<file path="src/hw/ies_pkg.sv">
// Package for the instruction execute subset: opcodes, flag positions, reset values.
// Assumes one core clock; decode upstream presents one operation per cycle.
package ies_pkg;

  // ----------------------------------------------------------------
  // Operations
  // ----------------------------------------------------------------
  typedef enum logic [2:0] {
    IES_OP_NONE = 3'h0,
    IES_OP_POWER_DOWN = 3'h1,
    IES_OP_ROTATE_LEFT = 3'h2,
    IES_OP_ROTATE_RIGHT = 3'h3,
    IES_OP_SUBTRACT = 3'h4,
    IES_OP_NIBBLE_EXCHANGE = 3'h5,
    IES_OP_DIRECTION_LOAD = 3'h6,
    IES_OP_XOR_LITERAL = 3'h7
  } ies_op_t;

  // The 3-bit opcode has all eight slots taken, so the file XOR rides on a separate flag.
  typedef struct packed {
    ies_op_t op;
    logic xor_file;
    logic dest_file;
    logic [4:0] file_addr;
    logic [7:0] literal;
  } ies_instr_t;

  typedef struct packed {
    logic carry;
    logic digit_carry;
    logic zero;
    logic timeout_status_flag;
    logic power_down_flag;
    logic pin_change_wake_flag;
  } ies_flags_t;

  // ----------------------------------------------------------------
  // Constants
  // ----------------------------------------------------------------
  localparam logic [7:0] IES_WATCHDOG_CLEAR = 8'h00;
  localparam logic [7:0] IES_PRESCALER_CLEAR = 8'h00;
  localparam logic [7:0] IES_ACC_RESET = 8'h00;
  localparam logic [7:0] IES_DIR_RESET = 8'hFF;
  localparam logic [4:0] IES_DIR_SEL_A = 5'h06;
  localparam logic [4:0] IES_DIR_SEL_B = 5'h07;
  localparam ies_flags_t IES_FLAGS_RESET = '{carry: 1'b0, digit_carry: 1'b0, zero: 1'b0,
    timeout_status_flag: 1'b1, power_down_flag: 1'b1, pin_change_wake_flag: 1'b0};

endpackage : ies_pkg

</file>
<file path="src/hw/ies_nibble_adder.sv">
// Four-bit adder slice with carry in and out; two of them make the subtractor.
// Assumes purely combinational use inside the execute stage.
`timescale 1ns/1ps
module ies_nibble_adder (
  // Operands
  input wire logic [3:0] a,
  input wire logic [3:0] b,
  input wire logic cin,
  // Result
  output logic [3:0] sum,
  output logic cout
);
  logic [4:0] full;
  assign full = {1'b0, a} + {1'b0, b} + {4'h0, cin};
  assign sum = full[3:0];
  assign cout = full[4];
endmodule : ies_nibble_adder

</file>
<file path="src/hw/ies_execute.sv">
// Execute stage for power-down, rotates, subtract, nibble swap, direction load and XOR.
// Assumes decode hands one instruction per cycle with instr_valid, and that the file
// register read data for instr.file_addr is valid combinationally in the same cycle.
//
// Function
// - Power-down clears watchdog counter and its prescaler to zero.
// - Power-down sets timeout flag, clears power-down flag, keeps wake flag.
// - After power-down the core sleeps with instruction oscillator halted.
// - Destination bit zero writes accumulator; one writes back the file register.
// - Rotate right through carry: carry enters bit 7, bit 0 to carry.
// - Subtract computes file minus accumulator, updating carry, digit carry, zero.
// - Nibble exchange swaps low and high nibbles, leaving every flag alone.
// - Direction load copies accumulator to direction register six or seven.
// - File XOR combines accumulator and file bitwise, updating only zero.
//
// The register offsets and strobed register access were left to the implementer.
`timescale 1ns/1ps
module ies_execute (
  // Clock and reset
  input wire logic ref_clk,
  input wire logic rst,
  // Instruction from decode
  input wire logic instr_valid,
  input wire ies_pkg::ies_instr_t instr,
  input wire logic [7:0] file_rdata,
  // Wake-up from outside the core clock domain
  input wire logic wake_req,
  // File register write port
  output logic file_we,
  output logic [4:0] file_waddr,
  output logic [7:0] file_wdata,
  // Architectural state
  output logic [7:0] acc,
  output ies_pkg::ies_flags_t flags,
  output logic [7:0] dir_a,
  output logic [7:0] dir_b,
  // Watchdog and sleep
  output logic [7:0] watchdog_counter,
  output logic [7:0] watchdog_prescaler,
  output logic osc_run
);

  // ----------------------------------------------------------------
  // Wake synchroniser
  // ----------------------------------------------------------------
  logic wake_meta_r;
  logic wake_sync_r;
  always_ff @(posedge ref_clk or posedge rst) begin
    if (rst) begin
      wake_meta_r <= 1'b0;
      wake_sync_r <= 1'b0;
    end else begin
      wake_meta_r <= wake_req;
      wake_sync_r <= wake_meta_r;
    end
  end

  // ----------------------------------------------------------------
  // Datapath
  // ----------------------------------------------------------------
  logic [3:0] lo_sum;
  logic [3:0] hi_sum;
  logic lo_carry;
  logic hi_carry;
  logic [7:0] acc_inv;
  assign acc_inv = ~acc;

  // File plus inverted accumulator plus one is the two's complement difference.
  ies_nibble_adder u_lo (
    .a(file_rdata[3:0]),
    .b(acc_inv[3:0]),
    .cin(1'b1),
    .sum(lo_sum),
    .cout(lo_carry)
  );
  ies_nibble_adder u_hi (
    .a(file_rdata[7:4]),
    .b(acc_inv[7:4]),
    .cin(lo_carry),
    .sum(hi_sum),
    .cout(hi_carry)
  );

  // ----------------------------------------------------------------
  // Core state
  // ----------------------------------------------------------------
  typedef enum logic [0:0] {
    IES_ST_RUN = 1'b0,
    IES_ST_SLEEP = 1'b1
  } ies_state_t;

  ies_state_t state_r, state_nxt;
  logic [7:0] acc_r, acc_nxt;
  ies_pkg::ies_flags_t flags_r, flags_nxt;
  logic [7:0] dir_a_r, dir_a_nxt;
  logic [7:0] dir_b_r, dir_b_nxt;
  logic [7:0] wdog_r, wdog_nxt;
  logic [7:0] pre_r, pre_nxt;
  logic file_we_r, file_we_nxt;
  logic [4:0] file_waddr_r, file_waddr_nxt;
  logic [7:0] file_wdata_r, file_wdata_nxt;

  always_comb begin
    logic [7:0] res;
    logic wr_res;
    res = 8'h00;
    wr_res = 1'b0;
    state_nxt = state_r;
    acc_nxt = acc_r;
    flags_nxt = flags_r;
    dir_a_nxt = dir_a_r;
    dir_b_nxt = dir_b_r;
    wdog_nxt = wdog_r;
    pre_nxt = pre_r;
    file_we_nxt = 1'b0;
    file_waddr_nxt = file_waddr_r;
    file_wdata_nxt = file_wdata_r;
    case (state_r)
      IES_ST_RUN: begin
        if (instr_valid && instr.xor_file) begin
          res = acc_r ^ file_rdata;
          flags_nxt.zero = (res == 8'h00);
          wr_res = 1'b1;
        end else if (instr_valid) begin
          case (instr.op)
            ies_pkg::IES_OP_POWER_DOWN: begin
              wdog_nxt = ies_pkg::IES_WATCHDOG_CLEAR;
              pre_nxt = ies_pkg::IES_PRESCALER_CLEAR;
              flags_nxt.timeout_status_flag = 1'b1;
              flags_nxt.power_down_flag = 1'b0;
              state_nxt = IES_ST_SLEEP;
            end
            ies_pkg::IES_OP_ROTATE_LEFT: begin
              res = {file_rdata[6:0], flags_r.carry};
              flags_nxt.carry = file_rdata[7];
              wr_res = 1'b1;
            end
            ies_pkg::IES_OP_ROTATE_RIGHT: begin
              res = {flags_r.carry, file_rdata[7:1]};
              flags_nxt.carry = file_rdata[0];
              wr_res = 1'b1;
            end
            ies_pkg::IES_OP_SUBTRACT: begin
              res = {hi_sum, lo_sum};
              flags_nxt.carry = hi_carry;
              flags_nxt.digit_carry = lo_carry;
              flags_nxt.zero = ({hi_sum, lo_sum} == 8'h00);
              wr_res = 1'b1;
            end
            ies_pkg::IES_OP_NIBBLE_EXCHANGE: begin
              res = {file_rdata[3:0], file_rdata[7:4]};
              wr_res = 1'b1;
            end
            ies_pkg::IES_OP_DIRECTION_LOAD: begin
              if (instr.file_addr == ies_pkg::IES_DIR_SEL_A) begin
                dir_a_nxt = acc_r;
              end else if (instr.file_addr == ies_pkg::IES_DIR_SEL_B) begin
                dir_b_nxt = acc_r;
              end
            end
            ies_pkg::IES_OP_XOR_LITERAL: begin
              acc_nxt = acc_r ^ instr.literal;
              flags_nxt.zero = ((acc_r ^ instr.literal) == 8'h00);
            end
            default: begin
            end
          endcase
        end
        if (wr_res) begin
          if (instr.dest_file) begin
            file_we_nxt = 1'b1;
            file_waddr_nxt = instr.file_addr;
            file_wdata_nxt = res;
          end else begin
            acc_nxt = res;
          end
        end
      end
      IES_ST_SLEEP: begin
        // Instructions are ignored while asleep; only a synchronised wake leaves.
        if (wake_sync_r) begin
          state_nxt = IES_ST_RUN;
        end
      end
      default: begin
        state_nxt = IES_ST_RUN;
      end
    endcase
  end

  always_ff @(posedge ref_clk or posedge rst) begin
    if (rst) begin
      state_r <= IES_ST_RUN;
      acc_r <= ies_pkg::IES_ACC_RESET;
      flags_r <= ies_pkg::IES_FLAGS_RESET;
      dir_a_r <= ies_pkg::IES_DIR_RESET;
      dir_b_r <= ies_pkg::IES_DIR_RESET;
      wdog_r <= ies_pkg::IES_WATCHDOG_CLEAR;
      pre_r <= ies_pkg::IES_PRESCALER_CLEAR;
      file_we_r <= 1'b0;
      file_waddr_r <= 5'h00;
      file_wdata_r <= 8'h00;
    end else begin
      state_r <= state_nxt;
      acc_r <= acc_nxt;
      flags_r <= flags_nxt;
      dir_a_r <= dir_a_nxt;
      dir_b_r <= dir_b_nxt;
      wdog_r <= wdog_nxt;
      pre_r <= pre_nxt;
      file_we_r <= file_we_nxt;
      file_waddr_r <= file_waddr_nxt;
      file_wdata_r <= file_wdata_nxt;
    end
  end

  // ----------------------------------------------------------------
  // Outputs
  // ----------------------------------------------------------------
  // The watchdog proper lives elsewhere; this stage only forces its clear.
  logic osc_run_r;
  always_ff @(posedge ref_clk or posedge rst) begin
    if (rst) begin
      osc_run_r <= 1'b1;
    end else begin
      osc_run_r <= (state_nxt == IES_ST_RUN);
    end
  end

  assign acc = acc_r;
  assign flags = flags_r;
  assign dir_a = dir_a_r;
  assign dir_b = dir_b_r;
  assign watchdog_counter = wdog_r;
  assign watchdog_prescaler = pre_r;
  assign osc_run = osc_run_r;
  assign file_we = file_we_r;
  assign file_waddr = file_waddr_r;
  assign file_wdata = file_wdata_r;

  // ----------------------------------------------------------------
  // Assertions
  // ----------------------------------------------------------------
  logic run_go;
  assign run_go = instr_valid && (state_r == IES_ST_RUN);

  a_sleep_clears_wdog: assert property (@(posedge ref_clk) disable iff (rst)
    run_go && !instr.xor_file && instr.op == ies_pkg::IES_OP_POWER_DOWN
    |=> wdog_r == 8'h00 && pre_r == 8'h00) else $error("watchdog not cleared");
  a_sleep_flags: assert property (@(posedge ref_clk) disable iff (rst)
    run_go && !instr.xor_file && instr.op == ies_pkg::IES_OP_POWER_DOWN
    |=> flags_r.timeout_status_flag && !flags_r.power_down_flag
    && flags_r.pin_change_wake_flag == $past(flags_r.pin_change_wake_flag))
    else $error("power-down flags wrong");
  a_sleep_osc_stop: assert property (@(posedge ref_clk) disable iff (rst)
    run_go && !instr.xor_file && instr.op == ies_pkg::IES_OP_POWER_DOWN
    |=> !osc_run && state_r == IES_ST_SLEEP) else $error("oscillator still running");
  a_dest_file_write: assert property (@(posedge ref_clk) disable iff (rst)
    run_go && instr.xor_file && instr.dest_file
    |=> file_we && acc == $past(acc)) else $error("file destination missed");
  a_rotate_right: assert property (@(posedge ref_clk) disable iff (rst)
    run_go && !instr.xor_file && instr.op == ies_pkg::IES_OP_ROTATE_RIGHT && !instr.dest_file
    |=> acc == {$past(flags_r.carry), $past(file_rdata[7:1])}
    && flags_r.carry == $past(file_rdata[0])) else $error("rotate right wrong");
  a_subtract: assert property (@(posedge ref_clk) disable iff (rst)
    run_go && !instr.xor_file && instr.op == ies_pkg::IES_OP_SUBTRACT && !instr.dest_file
    |=> acc == 8'($past(file_rdata) - $past(acc))
    && flags_r.carry == ($past(file_rdata) >= $past(acc))) else $error("subtract wrong");
  a_swap_flags: assert property (@(posedge ref_clk) disable iff (rst)
    run_go && !instr.xor_file && instr.op == ies_pkg::IES_OP_NIBBLE_EXCHANGE
    |=> flags_r == $past(flags_r)) else $error("swap touched flags");
  a_dir_load: assert property (@(posedge ref_clk) disable iff (rst)
    run_go && !instr.xor_file && instr.op == ies_pkg::IES_OP_DIRECTION_LOAD
    && instr.file_addr == ies_pkg::IES_DIR_SEL_B
    |=> dir_b == $past(acc) && flags_r == $past(flags_r)) else $error("direction load wrong");
  a_xor_file: assert property (@(posedge ref_clk) disable iff (rst)
    run_go && instr.xor_file && !instr.dest_file
    |=> acc == ($past(acc) ^ $past(file_rdata)) && flags_r.carry == $past(flags_r.carry))
    else $error("file xor wrong");
  a_rotate_left: assert property (@(posedge ref_clk) disable iff (rst)
    run_go && !instr.xor_file && instr.op == ies_pkg::IES_OP_ROTATE_LEFT && instr.dest_file
    |=> file_wdata == {$past(file_rdata[6:0]), $past(flags_r.carry)}
    && flags_r.carry == $past(file_rdata[7])) else $error("rotate left wrong");
  a_xor_literal: assert property (@(posedge ref_clk) disable iff (rst)
    run_go && !instr.xor_file && instr.op == ies_pkg::IES_OP_XOR_LITERAL
    |=> acc == ($past(acc) ^ $past(instr.literal)) && !file_we) else $error("literal xor wrong");

  c_sleep_wake: cover property (@(posedge ref_clk) disable iff (rst)
    state_r == IES_ST_SLEEP ##1 state_r == IES_ST_RUN);
  c_sub_zero: cover property (@(posedge ref_clk) disable iff (rst)
    run_go && !instr.xor_file && instr.op == ies_pkg::IES_OP_SUBTRACT ##1 flags_r.zero);
  c_file_write: cover property (@(posedge ref_clk) disable iff (rst) file_we);

endmodule : ies_execute

</file>
<file path="config.mk">
export PLATFORM = sky130hd
export DESIGN_NAME = ies_execute
export DESIGN_NICKNAME = d
export VERILOG_FILES = /design/src/hw/ies_pkg.sv /design/src/hw/ies_nibble_adder.sv /design/src/hw/ies_execute.sv
export SDC_FILE = /design/constraint.sdc
export NUM_CORES = 1
export LEC_CHECK = 0
export ABC_AREA = 1
export BUFFER_PORTS_ARGS = -buffer_cell sky130_fd_sc_hd__buf_2
export CAP_MARGIN = 0
export CELL_PAD_IN_SITES_DETAIL_PLACEMENT = 0
export CELL_PAD_IN_SITES_GLOBAL_PLACEMENT = 1
export CORE_MARGIN = 1
export CORE_UTILIZATION = 40
export CTS_BUF_LIST = sky130_fd_sc_hd__clkbuf_4 sky130_fd_sc_hd__clkbuf_8
export DETAILED_ROUTE_END_ITERATION = 16
export MAX_ROUTING_LAYER = met4
export PLACE_DENSITY = 0.81
export RECOVER_POWER = 25
export SLEW_MARGIN = 20
export SYNTH_ARGS = -nofsm -noshare
export SYNTH_HDL_FRONTEND = slang
export SYNTH_SLANG_ARGS = --single-unit
</file>
<file path="constraint.sdc">
create_clock -name ref_clk -period 4.85 [get_ports ref_clk]
set_input_delay 0.7275 -clock ref_clk [delete_from_list [all_inputs] [get_ports ref_clk]]
set_output_delay 0.7275 -clock ref_clk [all_outputs]
set_load 0.01 [all_outputs]
</file>
==> flow_metrics.py <==
metrics = {
    "pwr": {
        "p_leak_uw": 0.00173,
        "ir_worst_vdd_uv": 152,
        "p_per_area_nw_per_um2": 329,
        "pwr-share-seq_pct": 42.4,
        "switching_share_pct": 39.1,
        "clkPwrFrac_pct": 20.7,
        "p_int_uw": 706,
        "p_sw_uw": 453,
        "p_comb_share_pct": 36.9,
    },
    "critical_path": {
        "critPathArrivalTime_ps": 3350,
        "r2r-start": "acc[0]",
        "r2r_cells": 15,
        "crit_path_start_kind": "input port",
        "r2r-end": "acc[6]",
        "crit_path_end_kind": "register",
        "cp_max_fo": 3,
        "critPathTopFamily": "adder cells",
        "crit_type": "input port to register",
        "cp.required_ps": 5060,
        "worst-path-buf-inv": 4,
        "rrSetupSlack_ps": 1760,
        "crit_slowest_cell": "fa_1",
        "critPathMaxStageDelay_ps": 410,
        "worstPathCellList": "buf_2 -> inv_1 -> ha_1 -> inv_1 -> fa_1 -> a21oi_1 -> nor2_1 -> nor2_1 -> fa_1 -> inv_1 -> fa_1 -> xnor2_1 -> o21ai_1 -> o21ai_1 -> nand3_1 -> nand2_1 -> nand2_1",
    },
    "run": {
        "maxCapViolations": 1,
    },
    "placed_design": {
        "placed_cell_area_sq_um": 3430,
        "placedCellCount": 543,
        "dpl.hpwl_mm": 6.33,
        "gp_congestion": 1.04,
        "pre_cts_ws_ps": 1460,
        "portBuffers": 72,
    },
    "timing": {
        "setup_viol": 0,
        "final.min_clock_period_ps": 3140,
        "worst_slack_ps": 1710,
        "grt_setup_unrepaired": "no",
        "slew_viol_final": 47,
        "max_freq_mhz": 318,
        "fin_tns_setup_ps": 0,
        "skew_ps": 7.14,
        "relSlewSlack_pct": -34.9,
        "tightest_slew_ps": 2010,
        "hold_violations": 0,
        "finalCritPeriodShare_pct": 64.8,
    },
    "final_layout": {
        "final_area_sq_um": 3520,
        "layout.cells.non_filler": 551,
        "diodes": 0,
        "drive_gt1_share_pct": 32.5,
        "area.growth.synth_to_final_pct": 13.3,
        "fin_nets": 492,
    },
    "synthesis": {
        "ys_ff_latch": 46,
        "ys_seq_area_share_pct": 37.8,
        "synth_edf_count": 0,
        "synth-main-ff-cell": "dfrtp_1",
        "postSynthCellCount": 383,
        "syn_area_sq_um": 3110,
        "async_reset_ff_share_pct": 100,
        "synth_cell_types": 40,
        "synth.avg_cell_area_sq_um": 8.11,
        "synth_warnings": 0,
    },
    "detailed_routing": {
        "post-route-drc-count": 0,
        "via_per_inst": 4.79,
        "vias": 2641,
        "drt_first_pass_iters": 4,
        "drtIter0Drc": 210,
        "wl_per_cell_um": 14.6,
        "ant_nets": 0,
        "routed_wl_mm": 8.05,
    },
    "cts": {
        "cts-root-buf": "clkbuf_8",
        "cts_max_level": 2,
        "cts.reportedPaths.clkPinSlew_ps": 90,
        "clock_sinks": 46,
        "cts-buffers-inserted": 5,
        "clock_path_buffers": 2,
        "cts.repair.resized": 0,
        "cts_setup_buffers": 0,
        "tritoncts": "built",
        "postCtsHoldBufs": 0,
        "clk-insertion-delay-late_ps": 300,
    },
    "floorplan": {
        "std_cell_rows": 31,
        "ios": 91,
        "die-area_sq_um": 8120,
        "die_h_um": 90.1,
        "coreArea_sq_um": 7370,
        "start_util_pct": 42.1,
        "die-width_um": 90.1,
    },
    "min_path": {
        "hold_start": "wake_meta_r",
        "hp-class": "register to register",
        "holdPathEnd": "wake_sync_r",
        "holdPathStages": 0,
    },
    "global_routing": {
        "antenna_found_initial": 0,
        "grt_pass1_vias": 2437,
        "grt_usage_pct": 21.2,
        "overflow": 0,
        "grt_pass1_wl_mm": 13.0,
        "grt_max_degree": 47,
    },
    "outcome": {
        "status": "complete, but fails checks",
        "violations": "max-capacitance violations, max-slew violations",
    },
}
[cell families after synthesis]
logic type,count (synthesis),synth area share (%)
AO/OA/AOI/OAI,67,14.3
XOR/XNOR,10,2.82
adder cells (fa/ha/maj),11,5.16
buffers and inverters,67,12.1
flip-flops,46,37.8
other,2,0.242
AND/OR/NAND/NOR,180,27.5
[sequential cells by signal, summed over array words and instances (netlist names)]
name and flops:
acc 8, dir_a 8, dir_b 8, file_waddr 5, file_wdata 8, file_we 1
flags 4, osc_run 1, state_r 1, wake_meta_r 1, wake_sync_r 1
[power groups by stage]
stage	Clock, uW	Sequential, uW	Combinational [uW]
global placement	0	497	433
CTS	252	492	426
floorplan	0	513	278
global route	266	500	480
detailed placement	0	499	425
finish	240	491	428
[area by class of cell]
cell class / instances / area, sq um
Tap cell: 99 / 124
Fill cell: 767 / 3850
Inverter: 40 / 156
Multi-Input combinational cell: 286 / 1620
Clock buffer: 5 / 68.8
Sequential cell: 46 / 1170
Timing Repair Buffer: 72 / 360
Clock inverter: 3 / 18.8
[placed cells by master, fill, tap and decap left out, types with 4 or more instances in the layout]
cell      Yosys  layout
clkbuf_8      0       5
o21ai_1      15      15
or2_2         5       5
dfrtp_1      28      28
a31oi_2       5       5
inv_2         5       5
conb_1        2      18
dfstp_2      18      18
o21ai_2      13      13
ha_1          8       8
nand3_1      22      22
buf_2         0      72
nand4_1       6       6
inv_1        33      32
a21oi_1      13      13
nand2_1      93      93
xnor2_1       9       9
o21ai_0      13      13
nand3_2       4       4
nor2_1       32      32
[worst register-to-register path: stages (launching register included)]
cell	delay, ps
dfrtp_1	500
ha_1	200
inv_1	60
fa_1	390
a21oi_1	180
nor2_1	60
nor2_1	160
fa_1	200
inv_1	60
fa_1	410
xnor2_1	250
o21ai_1	80
o21ai_1	210
nand3_1	110
nand2_1	70
nand2_1	50
[worst max-delay path by stage]
| stage | startpoint | slack (ps) | cells past startpoint | end |
|---|---|---|---|---|
| 2_1_floorplan | file_rdata[0] | 1840 | 16 | acc[6] |
| 3_3_place_gp | file_rdata[0] | 1540 | 17 | acc[6] |
| 3_5_place_dp | file_rdata[0] | 1460 | 17 | acc[6] |
| 4_1_cts | file_rdata[0] | 1790 | 17 | acc[6] |
| 5_1_grt | acc[0] | 1510 | 15 | acc[6] |
| 6_report | file_rdata[0] | 1710 | 17 | acc[6] |
[routing by layer]
metal,up-vias,track usage [%],routed length (um)
met5,-,-,0
met4,0,7.39,181
met3,10,4.23,497
met2,99,31.1,3540
met1,1179,29.1,3840
li1,1353,-,-
[Yosys cell counts (8+ instances only)]
library cell / n / area [sq um]
nand2_1: 93 / 349
inv_1: 33 / 124
nor2_1: 32 / 120
dfrtp_1: 28 / 701
nand3_1: 22 / 110
buf_4: 20 / 150
dfstp_2: 18 / 473
o21ai_1: 15 / 75.1
a21oi_1: 13 / 65.1
o21ai_0: 13 / 65.1
o21ai_2: 13 / 114
xnor2_1: 9 / 78.8
ha_1: 8 / 100
[through the flow]
step / power, uW / utilization, % / hold slack [ps]
after floorplan: 791 / - / 331
after detailed placement: 924 / 46.5 / 341
after global placement: 930 / 46.5 / 334
final: 1160 / 47.7 / 361
after global routing: 1250 / 47.7 / 377
after CTS: 1170 / 47.7 / 364
Power figures use the tool's default switching activity.
